===== src/adcsp_regs.svh =====
// Constants for the serial port, interrupt pin and clock tree.
// Assumes inclusion by bare name; definitions only.
`ifndef ADCSP_REGS_SVH
`define ADCSP_REGS_SVH

// Clock rates
`define ADCSP_REF_CLK_HZ 125000000
`define ADCSP_INT_OSC_HZ 4915200
`define ADCSP_INT_HALF_CYC (`ADCSP_REF_CLK_HZ / (2 * `ADCSP_INT_OSC_HZ))

// Command byte fields
`define ADCSP_CMD_ADDR_MSB 7
`define ADCSP_CMD_ADDR_LSB 6
`define ADCSP_CMD_TYPE_MSB 1
`define ADCSP_CMD_TYPE_LSB 0
`define ADCSP_CMD_FAST 2'h0
`define ADCSP_CMD_SREAD 2'h1
`define ADCSP_CMD_WRITE 2'h2
`define ADCSP_CMD_IREAD 2'h3

// Interrupt pin mode field bits
`define ADCSP_IRQM_FUNC_BIT 1
`define ADCSP_IRQM_IDLE_BIT 0

// Interrupt source positions
`define ADCSP_IRQ_DRDY 0
`define ADCSP_IRQ_CRC 1
`define ADCSP_IRQ_POR 2
`define ADCSP_IRQ_AUX 3

// Clock select
`define ADCSP_CLKSEL_INT_BIT 1
`define ADCSP_CLKSEL_OUT 2'h3

// Divider figures and reset values
`define ADCSP_ANALOG_MASTER_CLOCK_PER_SAMPLE 4
`define ADCSP_SDO_RST 1'b0
`define ADCSP_SYNC_RST 4'h9

`endif


===== src/adcsp_pkg.sv =====
// Types shared by the serial port and clock tree modules.
// Assumes nothing of its surroundings.
package adcsp_pkg;

  typedef enum logic [2:0] {
    SPI_IDLE = 3'b000,
    SPI_CMD = 3'b001,
    SPI_READ = 3'b010,
    SPI_WRITE = 3'b011,
    SPI_DROP = 3'b100
  } adcsp_spi_state_e;

  typedef logic [7:0] adcsp_byte_t;

endpackage


===== src/adcsp_clk_if.sv =====
// Clock tree ticks passed from the divider chain to the top.
// Assumes one reference clock for all users.
`timescale 1ns/10ps
interface adcsp_clk_if;
  logic analog_master_clock_level;
  logic analog_master_clock_rise;
  logic sample_tick;
  logic rate_tick;
  modport src (output analog_master_clock_level, output analog_master_clock_rise, output sample_tick, output rate_tick);
  modport snk (input analog_master_clock_level, input analog_master_clock_rise, input sample_tick, input rate_tick);
endinterface


===== src/adcsp_sync.sv =====
// Two-stage synchroniser, one chain per bit.
// Assumes inputs asynchronous to i_ref_clk.
`timescale 1ns/10ps
module adcsp_sync import adcsp_pkg::*; #(
  parameter int W = 1,
  parameter logic [W-1:0] RST = '0
) (
  input wire logic i_ref_clk,
  input wire logic i_arst_n,
  input wire logic [W-1:0] i_async,
  output logic [W-1:0] o_sync
);
  genvar gi;
  generate
    for (gi = 0; gi < W; gi++) begin : g_bit
      logic meta_reg;
      always_ff @(posedge i_ref_clk or negedge i_arst_n) begin
        if (!i_arst_n) begin
          meta_reg <= RST[gi];
          o_sync[gi] <= RST[gi];
        end else begin
          meta_reg <= i_async[gi];
          o_sync[gi] <= meta_reg;
        end
      end
    end
  endgenerate
endmodule


===== src/adcsp_clk_tree.sv =====
// Master clock selection, prescaler, sample and output rate dividers.
// Assumes the master clock pin is asynchronous and slower than half i_ref_clk.
`timescale 1ns/10ps
`include "adcsp_regs.svh"
module adcsp_clk_tree import adcsp_pkg::*; #(
  parameter int OSR_W = 17,
  parameter int INT_HALF = `ADCSP_INT_HALF_CYC
) (
  input wire logic i_ref_clk,
  input wire logic i_arst_n,
  input wire logic i_mclk_pin,
  input wire logic [1:0] i_clk_sel,
  input wire logic [1:0] i_prescale_sel,
  input wire logic [OSR_W-1:0] i_osr,
  input wire logic i_continuous,
  adcsp_clk_if.src ck
);
  logic mclk_s;
  logic mclk_d_reg;
  logic [7:0] osc_cnt_reg;
  logic int_edge;
  logic master_edge;
  logic [2:0] pre_cnt_reg;
  logic [2:0] pre_max;
  logic pre_wrap;
  logic [1:0] smp_cnt_reg;
  logic [OSR_W-1:0] osr_cnt_reg;
  logic [OSR_W-1:0] osr_max;
  logic [2:0] rise_cnt_reg;

  adcsp_sync #(.W(1), .RST(1'b0)) u_mclk_sync (
    .i_ref_clk(i_ref_clk),
    .i_arst_n(i_arst_n),
    .i_async(i_mclk_pin),
    .o_sync(mclk_s)
  );

  assign int_edge = (osc_cnt_reg == 8'(INT_HALF - 1));
  assign master_edge = i_clk_sel[`ADCSP_CLKSEL_INT_BIT] ? int_edge : (mclk_s ^ mclk_d_reg);
  assign pre_max = 3'((4'h1 << i_prescale_sel) - 4'h1);
  assign pre_wrap = master_edge && (pre_cnt_reg >= pre_max);
  assign osr_max = (i_osr == '0) ? '0 : i_osr - 1'b1;

  always_ff @(posedge i_ref_clk or negedge i_arst_n) begin
    if (!i_arst_n) begin
      mclk_d_reg <= 1'b0;
      osc_cnt_reg <= 8'h00;
    end else begin
      mclk_d_reg <= mclk_s;
      osc_cnt_reg <= int_edge ? 8'h00 : osc_cnt_reg + 8'h01;
    end
  end

  always_ff @(posedge i_ref_clk or negedge i_arst_n) begin
    if (!i_arst_n) begin
      pre_cnt_reg <= 3'h0;
      ck.analog_master_clock_level <= 1'b0;
      ck.analog_master_clock_rise <= 1'b0;
    end else begin
      ck.analog_master_clock_rise <= pre_wrap && !ck.analog_master_clock_level;
      if (pre_wrap) begin
        pre_cnt_reg <= 3'h0;
        ck.analog_master_clock_level <= !ck.analog_master_clock_level;
      end else if (master_edge) begin
        pre_cnt_reg <= pre_cnt_reg + 3'h1;
      end
    end
  end

  always_ff @(posedge i_ref_clk or negedge i_arst_n) begin
    if (!i_arst_n) begin
      smp_cnt_reg <= 2'h0;
      ck.sample_tick <= 1'b0;
    end else begin
      ck.sample_tick <= ck.analog_master_clock_rise && (smp_cnt_reg == 2'(`ADCSP_ANALOG_MASTER_CLOCK_PER_SAMPLE - 1));
      if (ck.analog_master_clock_rise) begin
        smp_cnt_reg <= smp_cnt_reg + 2'h1;
      end
    end
  end

  always_ff @(posedge i_ref_clk or negedge i_arst_n) begin
    if (!i_arst_n) begin
      osr_cnt_reg <= '0;
      ck.rate_tick <= 1'b0;
    end else begin
      ck.rate_tick <= i_continuous && ck.sample_tick && (osr_cnt_reg >= osr_max);
      if (!i_continuous) begin
        osr_cnt_reg <= '0;
      end else if (ck.sample_tick) begin
        osr_cnt_reg <= (osr_cnt_reg >= osr_max) ? '0 : osr_cnt_reg + 1'b1;
      end
    end
  end

  always_ff @(posedge i_ref_clk or negedge i_arst_n) begin
    if (!i_arst_n) begin
      rise_cnt_reg <= 3'h0;
    end else if (ck.sample_tick) begin
      rise_cnt_reg <= {2'h0, ck.analog_master_clock_rise};
    end else if (ck.analog_master_clock_rise) begin
      rise_cnt_reg <= rise_cnt_reg + 3'h1;
    end
  end
endmodule


===== src/adcsp_top.sv =====
// Serial slave port, shared interrupt/modulator pin and clock pin of the converter.
// Assumes SPI and master clock pins asynchronous to i_ref_clk; SCK below a third of it.
`timescale 1ns/10ps
`include "adcsp_regs.svh"
// Notes on behaviour
// - Chip select fall starts, rise ends transfer
// - Chip select high ignores clock and data
// - Sample input on rise, launch on fall
// - Clock modes 0,0 and 1,1 both work
// - Serial and master clocks are asynchronous
// - Output released when deselected, writes, fast commands
// - Address mismatch releases output after two bits
// - Input data ignored during register reads
// - Mode upper bit picks interrupt or bitstream
// - Any of four interrupts drives pin low
// - Mode lower bit picks idle release or high
// - Bitstream mode outputs modulator bits per sample
// - Reset and CRC interrupts override bitstream output
// - Pin level is sensed back, expects high
// - Clock select decides clock pin direction
// - Master clock from pin or internal oscillator
// - Analog clock is master clock over prescale
// - Sample clock is analog clock over four
// - Results at sample rate over oversampling ratio
// - Each new result gives data ready pulse
module adcsp_top import adcsp_pkg::*; #(
  parameter int OSR_W = 17,
  parameter int INT_HALF = `ADCSP_INT_HALF_CYC
) (
  input wire logic i_ref_clk,
  input wire logic i_arst_n,
  input wire logic i_cs_n,
  input wire logic i_sck,
  input wire logic i_sdi,
  output logic o_sdo,
  output logic o_sdo_oe,
  input wire logic i_irq_pin,
  output logic o_irq_pin,
  output logic o_irq_oe,
  input wire logic i_mclk_pin,
  output logic o_mclk_pin,
  output logic o_mclk_oe,
  input wire logic [1:0] i_irq_mode,
  input wire logic [1:0] i_clk_sel,
  input wire logic [1:0] i_prescale_sel,
  input wire logic [OSR_W-1:0] i_osr,
  input wire logic i_continuous,
  input wire logic [1:0] i_chip_addr,
  input wire logic [7:0] i_status,
  input wire logic [7:0] i_rd_data,
  input wire logic i_mod_bit,
  input wire logic i_por_event,
  input wire logic i_crc_event,
  input wire logic i_aux_event,
  input wire logic [3:0] i_irq_clr,
  output logic [7:0] o_cmd,
  output logic o_cmd_valid,
  output logic [7:0] o_wr_data,
  output logic o_wr_valid,
  output logic o_rd_req,
  output logic o_spi_busy,
  output logic [3:0] o_irq_pending,
  output logic o_irq_line_high,
  output logic o_irq_line_fault,
  output logic o_sample_tick,
  output logic o_result_tick
);
  logic [3:0] sync_q;
  logic cs_s;
  logic sck_s;
  logic sdi_s;
  logic irq_s;
  logic cs_d_reg;
  logic sck_d_reg;
  logic cs_fall;
  logic cs_rise;
  logic sck_rise;
  logic sck_fall;
  adcsp_spi_state_e state_reg;
  logic [2:0] bit_cnt_reg;
  adcsp_byte_t rx_reg;
  adcsp_byte_t tx_reg;
  adcsp_byte_t rx_full;
  logic skip_reg;
  logic addr_bad_reg;
  logic [3:0] irq_set;
  logic [3:0] irq_clr_eff;
  logic mod_reg;
  logic irq_pin_next;
  logic irq_oe_next;
  logic [2:0] low_hist_reg;

  adcsp_clk_if ck ();

  adcsp_sync #(.W(4), .RST(`ADCSP_SYNC_RST)) u_pin_sync (
    .i_ref_clk(i_ref_clk),
    .i_arst_n(i_arst_n),
    .i_async({i_irq_pin, i_sdi, i_sck, i_cs_n}),
    .o_sync(sync_q)
  );

  adcsp_clk_tree #(.OSR_W(OSR_W), .INT_HALF(INT_HALF)) u_clk_tree (
    .i_ref_clk(i_ref_clk),
    .i_arst_n(i_arst_n),
    .i_mclk_pin(i_mclk_pin),
    .i_clk_sel(i_clk_sel),
    .i_prescale_sel(i_prescale_sel),
    .i_osr(i_osr),
    .i_continuous(i_continuous),
    .ck(ck)
  );

  assign cs_s = sync_q[0];
  assign sck_s = sync_q[1];
  assign sdi_s = sync_q[2];
  assign irq_s = sync_q[3];

  always_ff @(posedge i_ref_clk or negedge i_arst_n) begin
    if (!i_arst_n) begin
      cs_d_reg <= 1'b1;
      sck_d_reg <= 1'b0;
    end else begin
      cs_d_reg <= cs_s;
      sck_d_reg <= sck_s;
    end
  end

  assign cs_fall = cs_d_reg && !cs_s;
  assign cs_rise = !cs_d_reg && cs_s;
  assign sck_rise = !sck_d_reg && sck_s && !cs_s;
  assign sck_fall = sck_d_reg && !sck_s && !cs_s;
  assign rx_full = {rx_reg[6:0], sdi_s};

  always_ff @(posedge i_ref_clk or negedge i_arst_n) begin
    if (!i_arst_n) begin
      state_reg <= SPI_IDLE;
      bit_cnt_reg <= 3'h0;
      rx_reg <= 8'h00;
      tx_reg <= 8'h00;
      skip_reg <= 1'b0;
      addr_bad_reg <= 1'b0;
      o_sdo <= `ADCSP_SDO_RST;
      o_sdo_oe <= 1'b0;
      o_cmd <= 8'h00;
      o_cmd_valid <= 1'b0;
      o_wr_data <= 8'h00;
      o_wr_valid <= 1'b0;
      o_rd_req <= 1'b0;
    end else begin
      o_cmd_valid <= 1'b0;
      o_wr_valid <= 1'b0;
      o_rd_req <= 1'b0;
      if (cs_rise) begin
        state_reg <= SPI_IDLE;
        o_sdo_oe <= 1'b0;
      end else if (cs_fall) begin
        state_reg <= SPI_CMD;
        bit_cnt_reg <= 3'h0;
        skip_reg <= sck_s;
        addr_bad_reg <= 1'b0;
        tx_reg <= i_status;
        o_sdo <= i_status[7];
        o_sdo_oe <= 1'b1;
      end else begin
        if (sck_rise && state_reg != SPI_IDLE) begin
          bit_cnt_reg <= bit_cnt_reg + 3'h1;
          if (state_reg != SPI_READ) begin
            rx_reg <= rx_full;
          end
          if (state_reg == SPI_CMD && bit_cnt_reg == 3'h1 && rx_full[1:0] != i_chip_addr) begin
            addr_bad_reg <= 1'b1;
            o_sdo_oe <= 1'b0;
          end
          if (state_reg == SPI_CMD && bit_cnt_reg == 3'h7) begin
            o_cmd <= rx_full;
            o_cmd_valid <= 1'b1;
            if (addr_bad_reg) begin
              state_reg <= SPI_DROP;
            end else begin
              case (rx_full[`ADCSP_CMD_TYPE_MSB:`ADCSP_CMD_TYPE_LSB])
                `ADCSP_CMD_SREAD, `ADCSP_CMD_IREAD: begin
                  state_reg <= SPI_READ;
                end
                `ADCSP_CMD_WRITE: begin
                  state_reg <= SPI_WRITE;
                  o_sdo_oe <= 1'b0;
                end
                default: begin
                  state_reg <= SPI_DROP;
                  o_sdo_oe <= 1'b0;
                end
              endcase
            end
          end
          if (state_reg == SPI_WRITE && bit_cnt_reg == 3'h7) begin
            o_wr_data <= rx_full;
            o_wr_valid <= 1'b1;
          end
        end
        if (sck_fall && state_reg != SPI_IDLE) begin
          if (skip_reg) begin
            skip_reg <= 1'b0;
          end else if (bit_cnt_reg == 3'h0) begin
            if (state_reg == SPI_READ) begin
              tx_reg <= i_rd_data;
              o_sdo <= i_rd_data[7];
              o_rd_req <= 1'b1;
            end
          end else begin
            tx_reg <= {tx_reg[6:0], 1'b0};
            o_sdo <= tx_reg[6];
          end
        end
      end
    end
  end

  always_comb begin
    irq_set = 4'h0;
    irq_set[`ADCSP_IRQ_DRDY] = ck.rate_tick;
    irq_set[`ADCSP_IRQ_CRC] = i_crc_event;
    irq_set[`ADCSP_IRQ_POR] = i_por_event;
    irq_set[`ADCSP_IRQ_AUX] = i_aux_event;
    irq_clr_eff = i_irq_clr;
    irq_clr_eff[`ADCSP_IRQ_DRDY] = i_irq_clr[`ADCSP_IRQ_DRDY] | ck.sample_tick;
  end

  always_ff @(posedge i_ref_clk or negedge i_arst_n) begin
    if (!i_arst_n) begin
      o_irq_pending <= 4'h0;
    end else begin
      o_irq_pending <= (o_irq_pending & ~irq_clr_eff) | irq_set;
    end
  end

  always_ff @(posedge i_ref_clk or negedge i_arst_n) begin
    if (!i_arst_n) begin
      mod_reg <= 1'b0;
    end else if (ck.sample_tick) begin
      mod_reg <= i_mod_bit;
    end
  end

  always_comb begin
    irq_pin_next = 1'b1;
    irq_oe_next = 1'b1;
    if (!i_irq_mode[`ADCSP_IRQM_FUNC_BIT]) begin
      if (|o_irq_pending) begin
        irq_pin_next = 1'b0;
      end else begin
        irq_oe_next = i_irq_mode[`ADCSP_IRQM_IDLE_BIT];
      end
    end else if (o_irq_pending[`ADCSP_IRQ_POR] || o_irq_pending[`ADCSP_IRQ_CRC]) begin
      irq_pin_next = 1'b0;
    end else begin
      irq_pin_next = mod_reg;
    end
  end

  always_ff @(posedge i_ref_clk or negedge i_arst_n) begin
    if (!i_arst_n) begin
      o_irq_pin <= 1'b1;
      o_irq_oe <= 1'b0;
      low_hist_reg <= 3'h0;
      o_irq_line_high <= 1'b1;
      o_irq_line_fault <= 1'b0;
    end else begin
      o_irq_pin <= irq_pin_next;
      o_irq_oe <= irq_oe_next;
      low_hist_reg <= {low_hist_reg[1:0], o_irq_oe && !o_irq_pin};
      o_irq_line_high <= irq_s;
      o_irq_line_fault <= !irq_s && !i_irq_mode[`ADCSP_IRQM_FUNC_BIT] && !(|low_hist_reg)
                          && !(o_irq_oe && !o_irq_pin);
    end
  end

  always_ff @(posedge i_ref_clk or negedge i_arst_n) begin
    if (!i_arst_n) begin
      o_mclk_pin <= 1'b0;
      o_mclk_oe <= 1'b0;
      o_spi_busy <= 1'b0;
      o_sample_tick <= 1'b0;
      o_result_tick <= 1'b0;
    end else begin
      o_mclk_pin <= ck.analog_master_clock_level;
      o_mclk_oe <= (i_clk_sel == `ADCSP_CLKSEL_OUT);
      o_spi_busy <= !cs_s;
      o_sample_tick <= ck.sample_tick;
      o_result_tick <= ck.rate_tick;
    end
  end
endmodule


===== config.mk =====
export PLATFORM = sky130hd
export DESIGN_NAME = adcsp_top
export DESIGN_NICKNAME = d
export VERILOG_FILES = /design/src/adcsp_pkg.sv /design/src/adcsp_clk_if.sv /design/src/adcsp_sync.sv /design/src/adcsp_clk_tree.sv /design/src/adcsp_top.sv
export VERILOG_INCLUDE_DIRS = /design/src
export SDC_FILE = /design/constraint.sdc
export NUM_CORES = 1
export LEC_CHECK = 0
export ABC_CLOCK_PERIOD_IN_PS = 2190
export BUFFER_PORTS_ARGS = -buffer_cell sky130_fd_sc_hd__buf_2
export CORE_ASPECT_RATIO = 0.7
export CORE_UTILIZATION = 45
export CTS_CLUSTER_DIAMETER = 150
export CTS_CLUSTER_SIZE = 10
export DETAILED_ROUTE_END_ITERATION = 12
export PLACE_DENSITY = 0.65
export SLEW_MARGIN = 40
export SYNTH_ARGS = -nofsm -noshare
export SYNTH_HDL_FRONTEND = slang
export SYNTH_SLANG_ARGS = --single-unit

===== constraint.sdc =====
create_clock -name i_ref_clk -period 2.19 [get_ports i_ref_clk]
set_input_delay 0.219 -clock i_ref_clk [delete_from_list [all_inputs] [get_ports i_ref_clk]]
set_output_delay 0.219 -clock i_ref_clk [all_outputs]
set_load 0.01 [all_outputs]

==> impl_metrics.json, run 1 <==
{
  "ios": 91,
  "initial_core_util_pct": 47.4,
  "htree_levels": 3,
  "syn_area_mm2": 0.00535,
  "crit_slowest_cell": "or4_4",
  "worstMarginPinSlew_ns": 0.577,
  "grt_overflow": 0,
  "outcome": "complete, but fails checks",
  "synthArstFlopShare_pct": 100,
  "die_area_mm2": 0.0123,
  "critical_path.top_delay_family": "compound AO/OA/AOI/OAI gates",
  "min_path_type": "in2reg",
  "synth.area.top_cells": "dfrtp_1, ha_1, nand2_1, mux2_2, dfstp_2",
  "synth_top_flop_cell": "dfrtp_1",
  "max-clock-path-buffers": 2,
  "rows": 32,
  "die_height_um": 93.2,
  "synth-seq-cells": 107,
  "cts-root-buf": "clkbuf_16",
  "p_leak_nw": 3.54,
  "synth_top_area_share_pct": 46.8,
  "cp_cell_sequence": "buf_6 -> or4_4 -> or3_4 -> nor3_2 -> nand2_1 -> buf_4 -> o2bb2ai_2 -> ha_1 -> a21o_1 -> a221o_1 -> a211o_1 -> buf_6 -> a211oi_4 -> buf_6 -> buf_16 -> buf_12 -> nand3_4 -> o311ai_4",
  "grt_pass1_vias": 4277,
  "hold_violations": 0,
  "synth-edff-count": 0,
  "end_kind": "flip-flop",
  "setup_violations": 18,
  "rsz0062_at_grt": "yes",
  "dieWidth_um": 132,
  "antenna_found_initial": 0,
  "largest_reg_flops": 17,
  "dr_total_vias": 4360,
  "synth_top_area_cell": "dfrtp_1",
  "yosys-top-cells-count": "dfrtp_1, nand2_1, nor2_1, ha_1, nand3_1",
  "worst-path-max-fanout": 6,
  "power.density_mw_per_mm2": 649,
  "synth_cells": 516,
  "yosysMostFrequentCell": "dfrtp_1",
  "wl_per_cell_um": 14.5,
  "ant_nets": 0,
  "post_drt_via_cell_ratio": 5.18,
  "start_kind": "input port",
  "clk_pin_slew_worst_paths_ns": 0.07,
  "wl_um": 12200,
  "multiInputGateArea_mm2": 0.00287,
  "cts_num_sinks": 107,
  "core_area_mm2": 0.0113,
  "required_ns": 2.43,
  "ir_worst_vdd_uv": 405,
  "gp_congestion": 0.836,
  "maxCapViolations": 0,
  "holdWs_ns": 0.0528,
  "ys_types": 55,
  "grt_max_degree": 46,
  "dp_hpwl_um": 8470,
  "cts_tree": "built",
  "violations": "setup timing",
  "dr.pass1.iters": 4,
  "seq_area_frac_synth_pct": 50.2,
  "synth.avg_cell_area_um2": 10.4,
  "critPathBufInv": 6,
  "grt_pass1_wl_um": 20000,
  "worstPathArrival_ns": 3.57,
  "period_minus_slack_ns": 3.33,
  "drt-initial-drc-count": 239,
  "critPathMostFrequentCell": "buf_6",
  "seq_area_mm2": 0.00269,
  "drive_gt1_share_pct": 39.2,
  "yosys_warnings": 0,
  "fillers": 882,
  "portBuffers": 90,
  "fin_nets": 772,
  "critical-path-max-stage-delay_ns": 0.52,
  "n_antenna_cell": 0,
  "clock_latency_ns": 0.34,
  "slew_violations": 0,
  "postPlaceCellArea_mm2": 0.00643,
  "finClkSkew_ns": 0.00949,
  "fmax_ghz": 0.300,
  "critical_path_class": "in2reg",
  "numCtsBuffers": 9,
  "grt_usage_pct": 20.3,
  "setup_slack_ns": -1.14,
  "area.growth.synth_to_final_pct": 36.6,
  "period_share_pct": 152,
  "max_slew_margin_pct": 61.6,
  "drc": 0,
  "syn_nets": 604,
  "finalInstanceArea_mm2": 0.00730
}
==> cell usage in the layout (no fill, tap or decap), drive strengths merged, types with 3 or more instances in the layout <==
cell type,netlist,routed
nand2b,7,7
o21ai,26,26
nand2,82,82
buf,3,162
or4,3,3
nand3,28,28
o311ai,9,9
nor4,3,3
nand4,3,3
clkbuf,8,10
a31oi,3,3
ha,31,31
mux2i,7,7
inv,21,24
nor3,19,19
a21o,7,7
xor2,15,15
xnor2,7,7
nor2,36,36
dlygate4sd3,0,6
and2,4,4
nor2b,4,4
a21oi,26,26
mux2,21,21
dfstp,7,7
or2,4,4
dfrtp,100,100
or3,6,6
==> per-stage QoR <==
step / setup TNS [ns] / power (mW) / util (%) / std cells / setup WS, ns
CTS: -18.00 / 4.76 / 63.1 / 839 / -1.08
finish: -18.95 / 4.73 / 64.7 / 842 / -1.14
global route: -20.70 / 4.98 / 64.7 / 842 / -1.24
detailed placement: -25.72 / 3.14 / 56.9 / 802 / -1.53
floorplan: -20.66 / 2.81 / - / 516 / -1.22
global placement: -24.22 / 3.09 / 56.9 / 802 / -1.45
==> report_power, final <==
part / switching [mW] / total, mW / leakage (nW) / internal (mW)
Clock: 0.725 / 1.54 / 0.136 / 0.813
Sequential: 0.152 / 2.32 / 1.38 / 2.17
Combinational: 0.450 / 0.877 / 2.03 / 0.427
==> worst paths after layout <==
| path | startpoint | endpoint | slack [ns] | depth (start not counted) |
|---|---|---|---|---|
| max | i_osr[10] | u_clk_tree.osr_cnt_reg[7] | -1.14 | 18 |
| min | i_aux_event | o_irq_pending[3] | 0.05 | 2 |
| max reg2reg | u_clk_tree.osr_cnt_reg[6] | u_clk_tree.osr_cnt_reg[7] | -0.26 | 11 |
| min reg2reg | u_pin_sync.g_bit[1].meta_reg | u_pin_sync.o_sync[1] | 0.35 | 0 |
| max in group asynchronous | i_arst_n | o_irq_pin | 1.08 | 3 |
| min in group asynchronous | i_arst_n | o_cmd[6] | 0.41 | 2 |
==> final cells by class <==
class,count,area share [%]
multi-input cells,377,39.3
repair buffers,168,16.3
well taps,153,2.62
flip-flops and latches,107,36.8
clock buffers,10,3.27
clock inverters,6,0.634
inverters,21,1.08
==> logic make-up after synthesis <==
kind of cell             Yosys count  share of synthesized area (%)
XOR/XNOR                          22                           3.60
buffers and inverters             32                           2.60
flip-flops                       107                           50.2
multiplexers                      28                           5.73
AO/OA/AOI/OAI                     89                           11.9
AND/OR/NAND/NOR                  207                           18.7
adder cells (fa/ha/maj)           31                           7.25
==> timing repair <==
item / in CTS / in global routing
setup endpoints to repair: 18 / 35
pin swaps: 10 / 13
endpoints found under the hold margin: 42 / 0
gates resized for setup: 42 / 29
setup buffers: 13 / 4
gates cloned: 2 / 1
hold buffers: 6 / 0
==> routing by layer <==
layer | track usage [%] | part of all wire, % | up-vias
li1 | - | - | 2144
met1 | 28.2 | 49 | 2084
met2 | 31.8 | 45 | 112
met3 | 4.50 | 4.7 | 20
met4 | 6.51 | 1.7 | 0
met5 | 0 | 0 | -
Note: power is estimated with default switching activity, not from simulation.
==> run 2: changes to the inputs <==
--- a/config.mk
+++ b/config.mk
@@ -9,10 +9,12 @@
 export ABC_CLOCK_PERIOD_IN_PS = 2190
 export BUFFER_PORTS_ARGS = -buffer_cell sky130_fd_sc_hd__buf_2
 export CORE_ASPECT_RATIO = 0.7
+export CORE_MARGIN = 8
 export CORE_UTILIZATION = 45
 export CTS_CLUSTER_DIAMETER = 150
 export CTS_CLUSTER_SIZE = 10
 export DETAILED_ROUTE_END_ITERATION = 12
+export GPL_TIMING_DRIVEN = 0
 export PLACE_DENSITY = 0.65
 export SLEW_MARGIN = 40
 export SYNTH_ARGS = -nofsm -noshare
==> run 2 against run 1 <==
The flow still finishes with violations (setup timing); utilization is 7.1 points lower; global-route usage is 4.8 points lower; via count is 4.4% lower; combinational power is 8.1% lower; critical endpoint unchanged; highest routed layer unchanged.
==> impl_metrics.json, run 2 (synthesized netlist as in run 1, its figures left out) <==
{
  "worstPathArrival_ns": 3.60,
  "dieWidth_um": 146,
  "critical-path-max-stage-delay_ns": 0.52,
  "grt_max_degree": 76,
  "numCtsBuffers": 9,
  "wl_per_cell_um": 14.8,
  "area.growth.synth_to_final_pct": 25.4,
  "critPathBufInv": 3,
  "dr.pass1.iters": 5,
  "period_minus_slack_ns": 3.36,
  "r2r-start": "u_clk_tree.osr_cnt_reg[6]",
  "cts_num_sinks": 107,
  "maxCapViolations": 0,
  "portBuffers": 90,
  "required_ns": 2.43,
  "dr_total_vias": 4169,
  "initial_core_util_pct": 45.9,
  "htree_levels": 3,
  "timing.rr.end": "u_clk_tree.osr_cnt_reg[7]",
  "reg2regPathDepth": 7,
  "utilization_pct": 57.6,
  "dp_hpwl_um": 8600,
  "grt_overflow": 0,
  "ios": 91,
  "hold_violations": 0,
  "cts-root-buf": "clkbuf_16",
  "n_antenna_cell": 0,
  "slew_violations": 0,
  "fin_nets": 727,
  "critical_path.top_delay_family": "simple AND/OR/NAND/NOR gates",
  "grt_usage_pct": 15.5,
  "finClkSkew_ns": 0.0120,
  "r2r_slack_ns": -0.27,
  "min_path_type": "in2reg",
  "grt_pass1_vias": 4191,
  "violations": "setup timing",
  "crit_slowest_cell": "or4_4",
  "worstHoldPathCells": 2,
  "outcome": "complete, but fails checks",
  "drive_gt1_share_pct": 31.7,
  "core_area_mm2": 0.0116,
  "gp_congestion": 0.812,
  "post_drt_via_cell_ratio": 5.20,
  "fmax_ghz": 0.297,
  "min_to": "o_irq_pending[3]",
  "cp_cell_sequence": "buf_6 -> or4_4 -> or3_4 -> nor3_4 -> nand2_2 -> or2_4 -> buf_8 -> nand2_4 -> ha_4 -> and2_4 -> a221o_1 -> a211o_1 -> a211o_4 -> buf_6 -> o311ai_4",
  "grt_pass1_wl_um": 20100,
  "ant_nets": 0,
  "setup_slack_ns": -1.17,
  "rows": 33,
  "critical_path_class": "in2reg",
  "max_slew_margin_pct": 66.1,
  "max-clock-path-buffers": 2,
  "rsz0062_at_grt": "yes",
  "end_kind": "flip-flop",
  "start_kind": "input port",
  "final_common_cell": "dfrtp_1",
  "critPathMostFrequentCell": "buf_6",
  "die_area_mm2": 0.0157,
  "drc": 0,
  "wl_um": 11900,
  "finalInstanceArea_mm2": 0.00670,
  "postPlaceCellArea_mm2": 0.00608,
  "cts_tree": "built",
  "place_ws_ns": -1.67,
  "min-delay-start": "i_aux_event",
  "worst-path-max-fanout": 8,
  "power.density_mw_per_mm2": 693,
  "die_height_um": 107,
  "antenna_found_initial": 0,
  "ir_worst_vdd_uv": 481,
  "drt-initial-drc-count": 190,
  "largest_reg_flops": 17,
  "finalSetupTns_ns": -19.45,
  "worstMarginPinSlew_ns": 0.509,
  "final_cell_mix": "dfrtp_1, buf_2, nand2_1",
  "clk_pin_slew_worst_paths_ns": 0.08,
  "fillers": 1033,
  "power_mw": 4.64,
  "p_leak_nw": 3.26,
  "setup_violations": 18,
  "clock_latency_ns": 0.35,
  "period_share_pct": 153
}
==> run 2: cell type report <==
cell class	count	area [um^2]	area share [%]
inverters	21	78.8	1.18
multi-input cells	377	2690	40.1
well taps	157	196	2.93
plain buffers	10	68.8	1.03
flip-flops and latches	107	2690	40.1
repair buffers	113	704	10.5
clock buffers	10	229	3.42
clock inverters	6	48.8	0.728
==> run 2: per-layer routing <==
metal	up-vias	wire, um	GRT usage, %
met2	85	5560	24.9
met3	8	581	4.16
met1	2020	5680	20.7
met5	-	0	0
met4	0	68	3.44
li1	2056	-	-
==> run 2: timing repair <==
action / CTS / global route
gates resized for setup: 25 / 19
gates cloned: 1 / 0
hold buffers: 6 / 0
setup endpoints to repair: 51 / 54
buffers inserted: 12 / 3
endpoints found under the hold margin: 37 / 0
pin swaps: 6 / 6
==> run 2: metrics by stage <==
step / std cells / hold WS, ns
floorplan: 516 / -0.0766
global placement: 763 / 0.326
CTS: 798 / 0.0394
global route: 801 / 0.0484
finish: 801 / 0.0442
detailed placement: 764 / 0.0953
==> run 2: report_power, final <==
part | switching (mW) | total (mW) | internal (mW)
Clock | 0.724 | 1.51 | 0.784
Sequential | 0.162 | 2.33 | 2.17
Combinational | 0.432 | 0.806 | 0.374
Total | 1.32 | 4.64 | 3.33
==> run 2: worst max path at each step <==
stage	startpoint	endpoint	cells past startpoint
global route	i_osr[10]	u_clk_tree.osr_cnt_reg[7]	15
global placement	i_osr[0]	u_clk_tree.osr_cnt_reg[8]	18
CTS	i_osr[10]	u_clk_tree.osr_cnt_reg[8]	15
floorplan	i_osr[10]	u_clk_tree.osr_cnt_reg[16]	14
finish	i_osr[10]	u_clk_tree.osr_cnt_reg[7]	15
detailed placement	i_osr[0]	u_clk_tree.osr_cnt_reg[10]	18
==> run 3: changes to the inputs <==
--- a/config.mk
+++ b/config.mk
@@ -8,14 +8,17 @@
 export LEC_CHECK = 0
 export ABC_CLOCK_PERIOD_IN_PS = 2190
 export BUFFER_PORTS_ARGS = -buffer_cell sky130_fd_sc_hd__buf_2
+export CELL_PAD_IN_SITES_DETAIL_PLACEMENT = 2
+export CELL_PAD_IN_SITES_GLOBAL_PLACEMENT = 2
 export CORE_ASPECT_RATIO = 0.7
 export CORE_MARGIN = 8
-export CORE_UTILIZATION = 45
+export CORE_UTILIZATION = 32
 export CTS_CLUSTER_DIAMETER = 150
 export CTS_CLUSTER_SIZE = 10
 export DETAILED_ROUTE_END_ITERATION = 12
 export GPL_TIMING_DRIVEN = 0
-export PLACE_DENSITY = 0.65
+export PLACE_DENSITY = 0.71
+export REMOVE_ABC_BUFFERS = 1
 export SLEW_MARGIN = 40
 export SYNTH_ARGS = -nofsm -noshare
 export SYNTH_HDL_FRONTEND = slang
==> run 3 against run 2 <==
The flow still finishes with violations (setup timing); setup slack got worse by 0.15 ns; critical path depth increased by 1; worst hold slack improved by 0.0057 ns; total power increased by 6.1%; wire length increased by 44%; largest cell class unchanged; final cell count increased by 9.9%; global-route usage increased by 0.10 points; non-clock buffer count increased by 10; clock skew decreased by 0.0027 ns; count of clock-buffer cells in the layout unchanged.
==> impl_metrics.json, run 3 (synthesized netlist as in run 1, its figures left out) <==
{
  "grt_usage_pct": 15.6,
  "drt-initial-drc-count": 202,
  "area.growth.synth_to_final_pct": 35.1,
  "dieWidth_um": 170,
  "ir_worst_vdd_uv": 453,
  "required_ns": 2.46,
  "ant_nets": 0,
  "fin_nets": 738,
  "maxCapViolations": 0,
  "largest_reg_flops": 17,
  "core_area_mm2": 0.0163,
  "initial_core_util_pct": 32.7,
  "grt_max_degree": 72,
  "rsz0062_at_grt": "yes",
  "fmax_ghz": 0.285,
  "drive_gt1_share_pct": 37.3,
  "rows": 39,
  "critical_path_class": "in2reg",
  "utilization_pct": 44.2,
  "worstPathArrival_ns": 3.78,
  "period_minus_slack_ns": 3.51,
  "grt_overflow": 0,
  "antenna_found_initial": 0,
  "max-clock-path-buffers": 2,
  "start_kind": "input port",
  "max_slew_margin_pct": 41.8,
  "n_antenna_cell": 0,
  "finClkSkew_ns": 0.00926,
  "cts_tree": "built",
  "power.density_mw_per_mm2": 682,
  "setup_slack_ns": -1.32,
  "die_height_um": 124,
  "slew_violations": 0,
  "reg2regPathDepth": 9,
  "worstHoldPathCells": 2,
  "grt_pass1_wl_um": 26400,
  "violations": "setup timing",
  "final_common_cell": "dfrtp_1",
  "post_drt_via_cell_ratio": 5.08,
  "outcome": "complete, but fails checks",
  "gp_congestion": 0.725,
  "worst-path-max-fanout": 7,
  "end_kind": "flip-flop",
  "clk_pin_slew_worst_paths_ns": 0.08,
  "p_leak_nw": 3.40,
  "period_share_pct": 160,
  "seq_area_mm2": 0.00269,
  "cts-root-buf": "clkbuf_16",
  "clock_latency_ns": 0.34,
  "numCtsBuffers": 9,
  "finalInstanceArea_mm2": 0.00722,
  "wl_per_cell_um": 19.4,
  "worstMarginPinSlew_ns": 0.869,
  "final_cell_mix": "dfrtp_1, buf_2, nand2_1",
  "grt_pass1_vias": 5054,
  "portBuffers": 90,
  "dr.pass1.iters": 4,
  "fillers": 1702,
  "postPlaceCellArea_mm2": 0.00607,
  "ios": 91,
  "multiInputGateArea_mm2": 0.00296,
  "min_path_type": "in2reg",
  "htree_levels": 3,
  "setup_violations": 18,
  "dp_hpwl_um": 11000,
  "wl_um": 17100,
  "cts_num_sinks": 107,
  "drc": 0,
  "r2r_slack_ns": -0.58,
  "die_area_mm2": 0.0212,
  "hold_violations": 0,
  "dr_total_vias": 4470
}
==> run 3: changes by cell type in the layout (fill, tap and decap cells not counted), moves of 4 or more <==
cell      before  now
nand3_1       22   18
ha_4           1    6
clkbuf_1       6    1
nand2_1       80   76
buf_6          7   13
buf_4         12   22
nand3_4        0    5
ha_1          28   24
==> run 3: layer usage <==
metal | track usage [%] | wire, um | vias up
met5 | 0 | 0 | -
met4 | 3.00 | 214 | 0
met1 | 19.4 | 7480 | 2284
met3 | 4.02 | 820 | 21
met2 | 27.2 | 8580 | 85
li1 | - | - | 2080
==> run 3: stage by stage <==
| step | total power, mW | instances | worst slack, ns | hold WS [ns] | TNS (ns) |
|---|---|---|---|---|---|
| 2_1_floorplan | 2.79 | 505 | -1.43 | -0.0766 | -25.57 |
| 3_3_place_gp | 3.05 | 820 | -1.98 | 0.329 | -89.66 |
| 3_5_place_dp | 3.14 | 821 | -2.05 | 0.128 | -45.93 |
| 4_1_cts | 4.95 | 873 | -1.21 | 0.0386 | -20.64 |
| 5_1_grt | 5.20 | 880 | -1.41 | 0.0507 | -23.59 |
| 6_report | 4.93 | 880 | -1.32 | 0.0498 | -22.41 |
==> run 3: timing repair <==
item                       in CTS  in global routing
hold buffers                    6                  0
pin swaps                      14                 23
setup endpoints to repair      56                 52
resized for setup              56                 42
cloned                          3                  0
hold endpoints to repair       41                  0
buffers inserted               27                  8
==> run 3: final cells by class <==
type	count	area share, %
clock buffer	10	3.17
clock inverter	6	1.01
inverter	21	1.09
multi-input combinational	378	40.9
sequential	107	37.2
tap	225	3.90
timing repair buffer	133	12.7
==> run 3: worst max-delay path: stages <==
cell and delay, ns:
buf_6 0.09, or4_4 0.52, or3_4 0.37, nor3_4 0.13, nand2_2 0.12, or2_4 0.32, nand2_4 0.09, ha_4 0.19
and2_4 0.15, a221o_1 0.33, a211o_4 0.39, a211oi_4 0.30, buf_6 0.18, buf_12 0.13, a21oi_1 0.06, o21ai_1 0.16
==> run 3: where the power goes <==
part	switching [mW]	total (mW)	internal (mW)	leakage, nW
logic	0.505	0.910	0.404	1.87
registers	0.172	2.34	2.17	1.38
clock network	0.774	1.68	0.904	0.149
total	1.45	4.93	3.47	3.40
==> run 3: final timing paths <==
check                                                         startpoint                       endpoint
worst max-delay path                                           i_osr[10]      u_clk_tree.osr_cnt_reg[4]
worst min-delay path                                         i_aux_event               o_irq_pending[3]
worst max register to register                 u_clk_tree.osr_cnt_reg[6]      u_clk_tree.osr_cnt_reg[4]
worst min register to register  u_clk_tree.u_mclk_sync.g_bit[0].meta_reg  u_clk_tree.u_mclk_sync.o_sync
max in group asynchronous                                       i_arst_n   u_pin_sync.g_bit[0].meta_reg
min in group asynchronous                                       i_arst_n                   o_wr_data[7]
